**src/core/msr_pkg.sv**
```systemverilog
// Constants and types shared by the monitor SPI frame logic
package msr_pkg;

  // Clock and timing
  localparam int CLK_NS      = 100;
  localparam int TIMEOUT_US  = 2000;
  localparam int TIMEOUT_CYC = (TIMEOUT_US * 1000) / CLK_NS;
  localparam int DRH_NS      = 500;
  localparam int DRH_CYC     = (DRH_NS + CLK_NS - 1) / CLK_NS;

  // Command words and opcodes
  localparam logic [2:0]  OP_RD      = 3'h5;
  localparam logic [2:0]  OP_WR      = 3'h3;
  localparam logic [15:0] CMD_NOP    = 16'h0000;
  localparam logic [15:0] CMD_RST    = 16'h0011;
  localparam logic [15:0] CMD_LOCK   = 16'h0555;
  localparam logic [15:0] CMD_UNLOCK = 16'h0655;

  // Command response codes
  localparam logic [3:0] RESP_NOP    = 4'h0;
  localparam logic [3:0] RESP_RST    = 4'h1;
  localparam logic [3:0] RESP_LOCK   = 4'h2;
  localparam logic [3:0] RESP_UNLOCK = 4'h3;
  localparam logic [3:0] RESP_RD     = 4'h4;
  localparam logic [3:0] RESP_WR     = 4'h5;
  localparam logic [3:0] RESP_ERR    = 4'hF;

  // Word lengths and frame layout
  localparam logic [5:0] WLEN_S     = 6'h18;
  localparam logic [5:0] WLEN_L     = 6'h20;
  localparam logic [5:0] IDX_CMD    = 6'h00;
  localparam logic [5:0] IDX_CRC    = 6'h01;
  localparam logic [5:0] IDX_FIRST  = 6'h01;
  localparam logic [5:0] IDX_SECOND = 6'h02;
  localparam logic [5:0] IDX_DATA   = 6'h02;
  localparam logic [5:0] NORM_WORDS = 6'h04;
  localparam logic [5:0] WR_EXTRA   = 6'h04;
  localparam logic [5:0] RD_EXTRA   = 6'h02;
  localparam logic [7:0] AUX_BASE   = 8'h10;

  typedef struct packed {
    logic [2:0] op;
    logic [7:0] addr;
    logic [4:0] num;
  } msr_cmd_t;

  typedef struct packed {
    logic [23:0] value;
    logic [1:0]  count;
  } msr_res_t;

  typedef enum logic [1:0] {
    ST_IDLE  = 2'b00,
    ST_FRAME = 2'b01,
    ST_DEAD  = 2'b10
  } msr_state_t;

endpackage

```
**src/core/msr_spi_target.sv**
```systemverilog
// Monitor SPI target: frame logic, readout, clock count and timeout checks
`timescale 1ns/1ns
module msr_spi_target #(
  parameter int TIMEOUT_CYC = msr_pkg::TIMEOUT_CYC
) (
  input  logic        mclk,
  input  logic        rstn,
  input  logic        chip_select_low,
  input  logic        sclk,
  input  logic        sdi,
  output logic        sdo,
  input  logic        word_length_sel,
  input  logic        clock_counter_en,
  input  logic        select_timeout_en,
  input  logic        data_ready_source_select,
  input  logic        adc_first_done,
  input  logic [23:0] adc_first_value,
  input  logic        adc_second_done,
  input  logic [23:0] adc_second_value,
  output logic [7:0]  reg_rd_addr,
  input  logic [15:0] reg_rd_value,
  input  logic        reg_rd_valid,
  input  logic        conversion_start_bit,
  output logic        cmd_exec,
  output logic [15:0] cmd_word,
  output logic        wr_data_strobe,
  output logic [15:0] wr_data,
  output logic        data_ready_pin,
  output logic        clock_count_fault_flag,
  output logic        select_timeout_flag
);

  logic [2:0]           sync_s;
  logic                 sclk_s;
  logic                 cs_s;
  logic                 sdi_s;
  logic                 sclk_q;
  msr_pkg::msr_state_t  state_reg;
  logic                 frame_start;
  logic                 frame_end;
  logic                 fall_ev;
  logic                 rise_ev;
  logic                 word_end;
  logic [5:0]           wlen;
  logic [5:0]           bit_cnt_reg;
  logic [5:0]           word_idx_reg;
  logic [5:0]           nxt_idx;
  logic [31:0]          tx_reg;
  logic [31:0]          rx_reg;
  logic [31:0]          rx_next;
  logic [31:0]          tx_word;
  logic [15:0]          rx_half;
  logic [23:0]          status_word;
  msr_pkg::msr_cmd_t    cmd_reg;
  logic                 is_rd;
  logic                 is_wr;
  logic                 is_rst;
  logic [5:0]           wr_last;
  logic [5:0]           sdi_words;
  logic [5:0]           sdo_words;
  logic [5:0]           frame_words;
  logic [3:0]           resp_reg;
  logic [3:0]           resp_pend;
  logic                 rd_active_reg;
  logic                 rd_pend_reg;
  logic [5:0]           rd_num_reg;
  logic [11:0]          pcnt_reg;
  logic [11:0]          exp_reg;
  logic [23:0]          to_cnt_reg;
  logic                 to_expire;
  logic                 to_seen_reg;
  msr_pkg::msr_res_t    res_a_reg;
  msr_pkg::msr_res_t    res_b_reg;
  msr_pkg::msr_res_t    frm_a_reg;
  msr_pkg::msr_res_t    frm_b_reg;
  logic                 sel_done;
  logic                 new_flag_reg;
  logic                 second_read;
  logic [7:0]           hold_reg;

  msr_sync3 u_sync (
    .mclk     (mclk),
    .rstn     (rstn),
    .async_in ({sclk, chip_select_low, sdi}),
    .sync_out (sync_s)
  );

  assign sclk_s = sync_s[2];
  assign cs_s   = sync_s[1];
  assign sdi_s  = sync_s[0];

  // Frame boundaries and clock edges seen on the system clock
  assign frame_start = (state_reg == msr_pkg::ST_IDLE) && !cs_s;
  assign frame_end   = (state_reg != msr_pkg::ST_IDLE) && cs_s;
  assign fall_ev     = (state_reg == msr_pkg::ST_FRAME) && !cs_s && sclk_q && !sclk_s;
  assign rise_ev     = (state_reg == msr_pkg::ST_FRAME) && !cs_s && !sclk_q && sclk_s;

  assign wlen     = word_length_sel ? msr_pkg::WLEN_L : msr_pkg::WLEN_S;
  assign word_end = fall_ev && (bit_cnt_reg == wlen - 6'h01);
  assign rx_next  = {rx_reg[30:0], sdi_s};
  assign rx_half  = word_length_sel ? rx_next[31:16] : rx_next[23:8];
  assign nxt_idx  = frame_start ? msr_pkg::IDX_CMD : word_idx_reg + 6'h01;

  assign is_rd   = cmd_reg.op == msr_pkg::OP_RD;
  assign is_wr   = cmd_reg.op == msr_pkg::OP_WR;
  assign is_rst  = cmd_reg == msr_pkg::CMD_RST;
  assign wr_last = {3'h0, cmd_reg.num[2:0]} + 6'h03;

  assign sdi_words   = is_wr ? {3'h0, cmd_reg.num[2:0]} + msr_pkg::WR_EXTRA : msr_pkg::NORM_WORDS;
  assign sdo_words   = rd_active_reg ? rd_num_reg + msr_pkg::RD_EXTRA : msr_pkg::NORM_WORDS;
  assign frame_words = (sdi_words > sdo_words) ? sdi_words : sdo_words;

  assign status_word = {clock_count_fault_flag, select_timeout_flag, resp_reg,
                        res_a_reg.count, res_b_reg.count, 14'h0000};

  always_ff @(posedge mclk or negedge rstn) begin
    if (!rstn) begin
      state_reg <= msr_pkg::ST_IDLE;
      sclk_q    <= 1'b0;
    end else begin
      sclk_q <= sclk_s;
      case (state_reg)
        msr_pkg::ST_IDLE: begin
          if (!cs_s) begin
            state_reg <= msr_pkg::ST_FRAME;
          end
        end
        msr_pkg::ST_FRAME: begin
          if (cs_s) begin
            state_reg <= msr_pkg::ST_IDLE;
          end else if (to_expire) begin
            state_reg <= msr_pkg::ST_DEAD;
          end
        end
        msr_pkg::ST_DEAD: begin
          if (cs_s) begin
            state_reg <= msr_pkg::ST_IDLE;
          end
        end
        default: state_reg <= msr_pkg::ST_IDLE;
      endcase
    end
  end

  // Next word to shift out on SDO
  always_comb begin
    tx_word = 32'h00000000;
    if (nxt_idx == msr_pkg::IDX_CMD) begin
      tx_word = {status_word, 8'h00};
    end else if (rd_active_reg) begin
      // value then address, zero if invalid
      if ((nxt_idx <= rd_num_reg) && reg_rd_valid) begin
        tx_word = {reg_rd_value, reg_rd_addr, 8'h00};
      end
    end else if (nxt_idx == msr_pkg::IDX_FIRST) begin
      tx_word = {frm_a_reg.value, 8'h00};
    end else if (nxt_idx == msr_pkg::IDX_SECOND) begin
      tx_word = {frm_b_reg.value, 8'h00};
    end
  end

  // Bit and word counters with the shift registers
  always_ff @(posedge mclk or negedge rstn) begin
    if (!rstn) begin
      bit_cnt_reg  <= 6'h00;
      word_idx_reg <= 6'h00;
      tx_reg       <= 32'h00000000;
      rx_reg       <= 32'h00000000;
      sdo          <= 1'b0;
    end else if (frame_start) begin
      bit_cnt_reg  <= 6'h00;
      word_idx_reg <= 6'h00;
      tx_reg       <= tx_word;
    end else if (fall_ev) begin
      rx_reg <= rx_next;
      if (word_end) begin
        bit_cnt_reg  <= 6'h00;
        word_idx_reg <= word_idx_reg + 6'h01;
        tx_reg       <= tx_word;
      end else begin
        bit_cnt_reg <= bit_cnt_reg + 6'h01;
      end
    end else if (rise_ev) begin
      sdo    <= tx_reg[31];
      tx_reg <= {tx_reg[30:0], 1'b0};
    end
  end

  // Command handling and responses
  always_ff @(posedge mclk or negedge rstn) begin
    if (!rstn) begin
      cmd_reg        <= msr_pkg::CMD_NOP;
      cmd_exec       <= 1'b0;
      cmd_word       <= 16'h0000;
      wr_data_strobe <= 1'b0;
      wr_data        <= 16'h0000;
      resp_reg       <= msr_pkg::RESP_NOP;
      resp_pend      <= msr_pkg::RESP_NOP;
      rd_active_reg  <= 1'b0;
      rd_pend_reg    <= 1'b0;
      rd_num_reg     <= 6'h00;
      reg_rd_addr    <= msr_pkg::AUX_BASE;
    end else begin
      cmd_exec       <= 1'b0;
      wr_data_strobe <= 1'b0;
      if (frame_start) begin
        cmd_reg   <= msr_pkg::CMD_NOP;
        resp_pend <= msr_pkg::RESP_ERR;
      end else if (frame_end) begin
        resp_reg      <= resp_pend;
        rd_active_reg <= rd_pend_reg;
        rd_pend_reg   <= 1'b0;
      end else if (word_end) begin
        if (word_idx_reg == msr_pkg::IDX_CMD) begin
          cmd_reg <= rx_half;
        end else if (word_idx_reg == msr_pkg::IDX_CRC) begin
          if (cmd_reg == msr_pkg::CMD_NOP) begin
            resp_pend <= msr_pkg::RESP_NOP;
          end else if (rd_active_reg) begin
            resp_pend <= msr_pkg::RESP_ERR;
          end else if (is_rd) begin
            cmd_exec    <= 1'b1;
            cmd_word    <= cmd_reg;
            resp_pend   <= msr_pkg::RESP_RD;
            rd_pend_reg <= 1'b1;
            reg_rd_addr <= cmd_reg.addr;
            rd_num_reg  <= {1'b0, cmd_reg.num} + 6'h01;
          end else if ((cmd_reg == msr_pkg::CMD_LOCK) || (cmd_reg == msr_pkg::CMD_UNLOCK)) begin
            cmd_exec  <= 1'b1;
            cmd_word  <= cmd_reg;
            resp_pend <= (cmd_reg == msr_pkg::CMD_LOCK) ? msr_pkg::RESP_LOCK : msr_pkg::RESP_UNLOCK;
          end
        end else if (is_wr && !rd_active_reg && (word_idx_reg < wr_last)) begin
          wr_data_strobe <= 1'b1;
          wr_data        <= rx_half;
        end
        // write needs its data CRC word
        if (is_wr && !rd_active_reg && (word_idx_reg == wr_last)) begin
          cmd_exec  <= 1'b1;
          cmd_word  <= cmd_reg;
          resp_pend <= msr_pkg::RESP_WR;
        end
        if (is_rst && !rd_active_reg && (word_idx_reg == sdo_words - 6'h01)) begin
          cmd_exec  <= 1'b1;
          cmd_word  <= cmd_reg;
          resp_pend <= msr_pkg::RESP_RST;
        end
        if (rd_active_reg && (word_idx_reg + 6'h01 <= rd_num_reg)) begin
          reg_rd_addr <= reg_rd_addr + 8'h01;
        end
      end
    end
  end

  assign to_expire = select_timeout_en && (to_cnt_reg == 24'(TIMEOUT_CYC - 1));

  // Clock pulse count and select timeout supervision
  always_ff @(posedge mclk or negedge rstn) begin
    if (!rstn) begin
      pcnt_reg               <= 12'h000;
      exp_reg                <= 12'h000;
      to_cnt_reg             <= 24'h000000;
      to_seen_reg            <= 1'b0;
      clock_count_fault_flag <= 1'b0;
      select_timeout_flag    <= 1'b0;
    end else if (frame_start) begin
      pcnt_reg    <= 12'h000;
      exp_reg     <= {6'h00, msr_pkg::NORM_WORDS} * {6'h00, wlen};
      to_cnt_reg  <= 24'h000000;
      to_seen_reg <= 1'b0;
    end else if (frame_end) begin
      clock_count_fault_flag <= clock_counter_en && (pcnt_reg != exp_reg);
      select_timeout_flag    <= to_seen_reg;
    end else if (state_reg != msr_pkg::ST_IDLE) begin
      if (sclk_q && !sclk_s) begin
        pcnt_reg <= pcnt_reg + 12'h001;
      end
      // expected count at command CRC end
      if (word_end && (word_idx_reg == msr_pkg::IDX_CRC)) begin
        exp_reg <= {6'h00, frame_words} * {6'h00, wlen};
      end
      if (to_expire && (state_reg == msr_pkg::ST_FRAME)) begin
        to_seen_reg <= 1'b1;
      end else if (to_cnt_reg != 24'hFFFFFF) begin
        to_cnt_reg <= to_cnt_reg + 24'h000001;
      end
    end
  end

  // Latest conversion results and the per-frame copies
  always_ff @(posedge mclk or negedge rstn) begin
    if (!rstn) begin
      res_a_reg <= '0;
      res_b_reg <= '0;
      frm_a_reg <= '0;
      frm_b_reg <= '0;
    end else begin
      if (adc_first_done) begin
        res_a_reg <= {adc_first_value, res_a_reg.count + 2'h1};
      end
      if (adc_second_done) begin
        res_b_reg <= {adc_second_value, res_b_reg.count + 2'h1};
      end
      if (frame_start) begin
        frm_a_reg <= res_a_reg;
        frm_b_reg <= res_b_reg;
      end
    end
  end

  assign sel_done    = data_ready_source_select ? adc_second_done : adc_first_done;
  assign second_read = word_end && (word_idx_reg == msr_pkg::IDX_SECOND) && !rd_active_reg;

  // Data-ready pin
  always_ff @(posedge mclk or negedge rstn) begin
    if (!rstn) begin
      data_ready_pin <= 1'b1;
      new_flag_reg   <= 1'b0;
      hold_reg       <= 8'h00;
    end else begin
      // new data during frame blocks release
      if (sel_done) begin
        new_flag_reg <= 1'b1;
      end else if (frame_start) begin
        new_flag_reg <= 1'b0;
      end
      // fall, with high pulse if already low
      if (sel_done) begin
        if (!data_ready_pin) begin
          data_ready_pin <= 1'b1;
          hold_reg       <= 8'(msr_pkg::DRH_CYC);
        end else begin
          data_ready_pin <= 1'b0;
          hold_reg       <= 8'h00;
        end
      end else if (hold_reg != 8'h00) begin
        hold_reg <= hold_reg - 8'h01;
        if (hold_reg == 8'h01) begin
          data_ready_pin <= 1'b0;
        end
      end else if (conversion_start_bit) begin
        data_ready_pin <= 1'b1;
      end else if (second_read && !new_flag_reg) begin
        data_ready_pin <= 1'b1;
      end
    end
  end

endmodule // msr_spi_target

```
**src/core/msr_sync3.sv**
```systemverilog
// Two-flop synchroniser for the three SPI pins
`timescale 1ns/1ns
module msr_sync3 (
  input  logic       mclk,
  input  logic       rstn,
  input  logic [2:0] async_in,
  output logic [2:0] sync_out
);

  logic [2:0] meta_reg;

  always_ff @(posedge mclk or negedge rstn) begin
    if (!rstn) begin
      meta_reg <= 3'h7;
      sync_out <= 3'h7;
    end else begin
      meta_reg <= async_in;
      sync_out <= meta_reg;
    end
  end

endmodule // msr_sync3

```
**config.mk**
```make
export PLATFORM = sky130hd
export DESIGN_NAME = msr_spi_target
export DESIGN_NICKNAME = d
export VERILOG_FILES = /design/src/core/msr_pkg.sv /design/src/core/msr_spi_target.sv /design/src/core/msr_sync3.sv
export SDC_FILE = /design/constraint.sdc
export NUM_CORES = 1
export LEC_CHECK = 0
export ABC_AREA = 1
export BUFFER_PORTS_ARGS = -buffer_cell sky130_fd_sc_hd__buf_2
export CORE_ASPECT_RATIO = 0.5
export CORE_MARGIN = 10
export CORE_UTILIZATION = 66
export DETAILED_ROUTE_END_ITERATION = 10
export PLACE_DENSITY = 0.86
export RECOVER_POWER = 50
export SYNTH_ARGS = -nofsm -noshare
export SYNTH_HDL_FRONTEND = slang
export SYNTH_SLANG_ARGS = --single-unit
```
**constraint.sdc**
```tcl
create_clock -name mclk -period 9.6 [get_ports mclk]
set_clock_uncertainty 0.05 [all_clocks]
set_input_delay 0.96 -clock mclk [delete_from_list [all_inputs] [get_ports mclk]]
set_output_delay 0.96 -clock mclk [all_outputs]
set_load 0.02 [all_outputs]
```
==> impl_table.tex <==
\begin{tabular}{lr}
\hline
Metric & Value \\
\hline
\multicolumn{2}{l}{\textbf{Clocking}} \\
\quad Clock tree from TritonCTS & built \\
\quad CTS Buf Count & 27 \\
\quad Clock Sink Count & 309 \\
\quad Buffer depth of the longest clock path & 3 \\
\quad Worst-Skew Late Latency & 0.56 ns \\
\quad Setup bufs post-CTS & 0 \\
\quad Root buffer cell & sky130\_fd\_sc\_hd\_\_clkbuf\_16 \\
\quad Count of hold buffers inserted by post-cts repair & 0 \\
\quad Clk slew on worst S/H paths & 0.07 ns \\
\quad \# resized after CTS & 0 \\
\quad Htree depth & 1 \\
\multicolumn{2}{l}{\textbf{Power and ir drop}} \\
\quad Switching pwr & 0.916 mW \\
\quad Lkg Pwr & 9.11 nW \\
\quad Share of total power in the clock network & 36.2\% \\
\quad Peak supply drop & 0.127 mV \\
\quad Sequential Power Share & 48.8\% \\
\quad Net switching share of the total power & 28.9\% \\
\quad Cell Int Power & 2.26 mW \\
\quad Ratio of total power to cell area & 178 nW/um2 \\
\quad Share of power burned in combinational logic & 15.0\% \\
\multicolumn{2}{l}{\textbf{Placed design}} \\
\quad Number of I/O port buffers & 122 \\
\quad Total instance count after detailed placement & 2512 \\
\quad Worst Setup Slack post-DPL & 4.61 ns \\
\quad Routability-driven placement congestion ratio & 0.952 \\
\quad Half-perimeter wire length after placement & 29200 um \\
\multicolumn{2}{l}{\textbf{Run status}} \\
\quad Violations in the final reports & capacitance limit, slew limit \\
\quad Run status & finished, violations left \\
\multicolumn{2}{l}{\textbf{Finish}} \\
\quad Area occupied by multi-input gates & 7410 um2 \\
\quad Fraction of final layout cells sized beyond drive strength 1 & 7.51\% \\
\quad Count of fill cells added during filler insertion & 1882 \\
\quad Area growth, synth to finish & 9.34\% \\
\quad Layout net count & 2340 \\
\quad Area taken by flip-flops and latches & 7740 um2 \\
\quad Finished Layout Cells & 2561 \\
\quad Flip-flop count of the largest register, all copies and words added & 31 \\
\quad Share of the core filled with cells in the final layout & 73.9\% \\
\multicolumn{2}{l}{\textbf{Setup path}} \\
\quad Capturing element type of the critical path & flop \\
\quad Data arrival time at the worst-slack endpoint & 7.25 ns \\
\quad Ordered list of cells on the worst path & inv\_1 -> ha\_1 -> inv\_1 -> clkbuf\_1 -> nand3\_1 -> inv\_1 -> ha\_1 -> nand2\_1 -> inv\_1 -> o21bai\_1 -> nand3\_1 -> nand2\_1 -> nand3\_1 -> nand2\_1 -> inv\_1 -> nor2\_1 -> nand2\_1 -> a21oi\_1 \\
\quad Cells on worst reg2reg path & 18 \\
\quad Required time of the worst setup path & 10.03 ns \\
\quad End of the worst register-to-register path & tx\_reg[14] \\
\quad Maximum fanout along the worst path & 98 \\
\quad Cell type with the highest occurrence count on the critical path & sky130\_fd\_sc\_hd\_\_inv\_1 \\
\quad Critical path launch point type & flop \\
\quad Crit path max-delay cell type & sky130\_fd\_sc\_hd\_\_clkbuf\_1 \\
\quad FF-to-FF setup slack & 2.78 ns \\
\quad CP max stage delay & 2.97 ns \\
\quad Worst flop-to-flop path startpoint & u\_sync.sync\_out[1] \\
\quad Top delay family on crit path & buffers and inverters \\
\quad Worst Path Buf+Inv & 6 \\
\quad Setup CP Type & flop to flop \\
\quad Critical Path Stages & 18 \\
\quad First element of the critical path & u\_sync.sync\_out[1] \\
\multicolumn{2}{l}{\textbf{Route}} \\
\quad Vias & 14400 \\
\quad Drt via density & 5.62 \\
\quad Count of antenna-violating nets left after detailed routing & 0 \\
\quad First-iteration detailed-routing DRC count & 1684 \\
\quad Final wirelength & 42000 um \\
\quad \# DRC & 0 \\
\quad Wire length per cell after detailed routing & 16.4 um \\
\quad Total iterations of the first detailed-routing run & 7 \\
\multicolumn{2}{l}{\textbf{Floorplanning}} \\
\quad Die height & 131 um \\
\quad Width of the chip & 243 um \\
\quad Number of primary I/O pins & 123 \\
\quad Row count & 40 \\
\quad Die footprint & 31800 um2 \\
\quad Core Box Area & 24200 um2 \\
\quad Initial standard-cell utilization of the core & 67.6\% \\
\multicolumn{2}{l}{\textbf{Timing}} \\
\quad RSZ-0062 raised after global routing & false \\
\quad Minimum clock period & 6.82 ns \\
\quad Setup TNS & 0 ns \\
\quad Slew @ Worst Pin & 4.27 ns \\
\quad Final count of pins violating max slew & 406 \\
\quad Setup ws final & 2.78 ns \\
\quad Achievable frequency & 0.147 GHz \\
\quad Hold slack final & 0.306 ns \\
\quad Hold Vio Cnt, Final & 0 \\
\quad Final count of negative-setup-slack endpoints & 0 \\
\quad Part of the cycle the worst path needs & 71.0\% \\
\quad Relative slew margins & -185\% \\
\multicolumn{2}{l}{\textbf{Global routing}} \\
\quad Number of global-route vias before repair & 13700 \\
\quad Pin count of the biggest net entering global routing & 115 \\
\quad Global-route wire length before repair & 69000 um \\
\quad Antenna violations before repair & 3 \\
\quad GRT Overall Usage & 25.8\% \\
\quad GRT overflow & 0 \\
\multicolumn{2}{l}{\textbf{Synth}} \\
\quad Cells after Synth & 2136 \\
\quad Ys Warns & 0 \\
\quad Dominant synthesized flop cell & sky130\_fd\_sc\_hd\_\_dfrtp\_1 \\
\quad Post-synthesis sequential area ratio & 47.4\% \\
\quad Post-synth design cell area & 16300 um2 \\
\quad Yosys cell types & 47 \\
\quad Syn Area/Cell & 7.65 um2 \\
\quad EDFF count, synth & 0 \\
\quad Post-Syn Nets & 2271 \\
\quad Leading area contributor after synthesis & sky130\_fd\_sc\_hd\_\_dfrtp\_1 \\
\quad Share of Yosys cell area claimed by the top area cell type & 46.1\% \\
\quad Fraction of synthesis flops using an asynchronous set or reset pin & 100\% \\
\quad Number of flip-flops and latches in the synthesized netlist & 309 \\
\quad Cell types with the largest area share after synthesis & sky130\_fd\_sc\_hd\_\_dfrtp\_1, sky130\_fd\_sc\_hd\_\_nand2\_1, sky130\_fd\_sc\_hd\_\_o21ai\_0, sky130\_fd\_sc\_hd\_\_inv\_1, sky130\_fd\_sc\_hd\_\_nor2\_1 \\
\multicolumn{2}{l}{\textbf{Min path}} \\
\quad Hold Startpoint & u\_sync.meta\_reg[0] \\
\quad Terminating pin of the worst hold path & u\_sync.sync\_out[0] \\
\quad Tightest Hold Check Type & flop to flop \\
\quad Worst hold path depth & 0 \\
\multicolumn{2}{l}{\textbf{Job}} \\
\quad MaxCap Viol Count & 6 \\
\hline
\end{tabular}
==> metrics by stage <==
stage | power, mW | cell area, um2
2_1_floorplan | 1.88 | 16300
3_3_place_gp | 2.01 | 17000
3_5_place_dp | 2.03 | 17000
4_1_cts | 3.18 | 18000
5_1_grt | 3.32 | 17900
6_report | 3.17 | 17900
==> cell usage after synthesis, types with 6 or more instances <==
| master | instances |
|---|---|
| sky130_fd_sc_hd__nand2_1 | 708 |
| sky130_fd_sc_hd__xor2_1 | 33 |
| sky130_fd_sc_hd__a21oi_1 | 81 |
| sky130_fd_sc_hd__o21ai_0 | 170 |
| sky130_fd_sc_hd__nor2_2 | 6 |
| sky130_fd_sc_hd__nand2_2 | 7 |
| sky130_fd_sc_hd__nor3_1 | 21 |
| sky130_fd_sc_hd__inv_2 | 6 |
| sky130_fd_sc_hd__clkbuf_1 | 44 |
| sky130_fd_sc_hd__nand3_1 | 141 |
| sky130_fd_sc_hd__o21ai_1 | 10 |
| sky130_fd_sc_hd__buf_1 | 12 |
| sky130_fd_sc_hd__o22ai_1 | 10 |
| sky130_fd_sc_hd__xnor2_1 | 11 |
| sky130_fd_sc_hd__dfrtp_1 | 301 |
| sky130_fd_sc_hd__nand4_1 | 44 |
| sky130_fd_sc_hd__nor2_1 | 192 |
| sky130_fd_sc_hd__buf_4 | 11 |
| sky130_fd_sc_hd__buf_2 | 23 |
| sky130_fd_sc_hd__ha_1 | 56 |
| sky130_fd_sc_hd__dfstp_2 | 8 |
| sky130_fd_sc_hd__inv_1 | 192 |
==> kinds of logic after synthesis <==
logic type / Yosys count / synth area share (%)
fa+ha+maj: 58 / 4.53
other cells: 1 / 0.0229
compound gates: 288 / 9.19
xor+xnor: 44 / 2.36
simple gates: 1144 / 29.3
flops: 309 / 47.4
mux: 1 / 0.0689
buf+inv: 291 / 7.17
==> worst max path at each step <==
stage | to | slack, ns
after floorplan | exp_reg[11] | 5.43
after global placement | exp_reg[11] | 4.76
after detailed placement | exp_reg[11] | 4.61
after CTS | exp_reg[11] | 4.62
after global routing | tx_reg[9] | 2.14
final | tx_reg[14] | 2.78
==> power by group through the flow <==
stage / Sequential [mW] / Combinational, mW / Clock (mW)
after global routing: 1.56 / 0.543 / 1.21
final: 1.55 / 0.477 / 1.15
after CTS: 1.54 / 0.474 / 1.16
after detailed placement: 1.57 / 0.468 / 0
after floorplan: 1.54 / 0.332 / 0
after global placement: 1.56 / 0.451 / 0
==> placed cells by master (no fill, tap or decap), types with 4 or more instances in the layout <==
master	Yosys	routed
sky130_fd_sc_hd__nand2_1	708	708
sky130_fd_sc_hd__dfrtp_1	301	301
sky130_fd_sc_hd__inv_1	192	194
sky130_fd_sc_hd__nor2_1	192	194
sky130_fd_sc_hd__o21ai_0	170	171
sky130_fd_sc_hd__nand3_1	141	141
sky130_fd_sc_hd__a21oi_1	81	81
sky130_fd_sc_hd__buf_2	23	77
sky130_fd_sc_hd__ha_1	56	56
sky130_fd_sc_hd__clkbuf_1	44	52
sky130_fd_sc_hd__nand4_1	44	44
sky130_fd_sc_hd__xor2_1	33	33
sky130_fd_sc_hd__clkbuf_16	0	27
sky130_fd_sc_hd__nor3_1	21	21
sky130_fd_sc_hd__xnor2_1	11	11
sky130_fd_sc_hd__o22ai_1	10	10
sky130_fd_sc_hd__o21ai_1	10	10
sky130_fd_sc_hd__nand2_2	7	7
sky130_fd_sc_hd__clkbuf_8	0	6
sky130_fd_sc_hd__nor2_4	5	5
sky130_fd_sc_hd__nor3_2	5	5
sky130_fd_sc_hd__o21a_1	5	5
sky130_fd_sc_hd__nor4_1	4	5
sky130_fd_sc_hd__dfstp_2	8	5
sky130_fd_sc_hd__buf_4	11	5
sky130_fd_sc_hd__inv_2	6	4
sky130_fd_sc_hd__nor2_2	6	4
sky130_fd_sc_hd__clkinv_2	0	4
==> metal layers <==
| metal | global-route usage [%] | up-vias | wire (um) |
|---|---|---|---|
| met5 | 0 | - | 27 |
| li1 | - | 6969 | - |
| met3 | 5.14 | 114 | 3280 |
| met1 | 35.7 | 6706 | 18300 |
| met2 | 40.5 | 588 | 19200 |
| met4 | 7.47 | 4 | 1230 |
==> area by class of cell <==
| class | count | area share [%] |
|---|---|---|
| sequential | 309 | 43.3 |
| inverter | 199 | 4.18 |
| clock inverter | 12 | 0.847 |
| clock buffer | 36 | 4.31 |
| timing repair buffer | 132 | 3.48 |
| antenna | 1 | 0.0140 |
| tap | 336 | 2.35 |
| multi-input combinational | 1536 | 41.5 |
No activity file was read; power rests on OpenSTA's default activity.
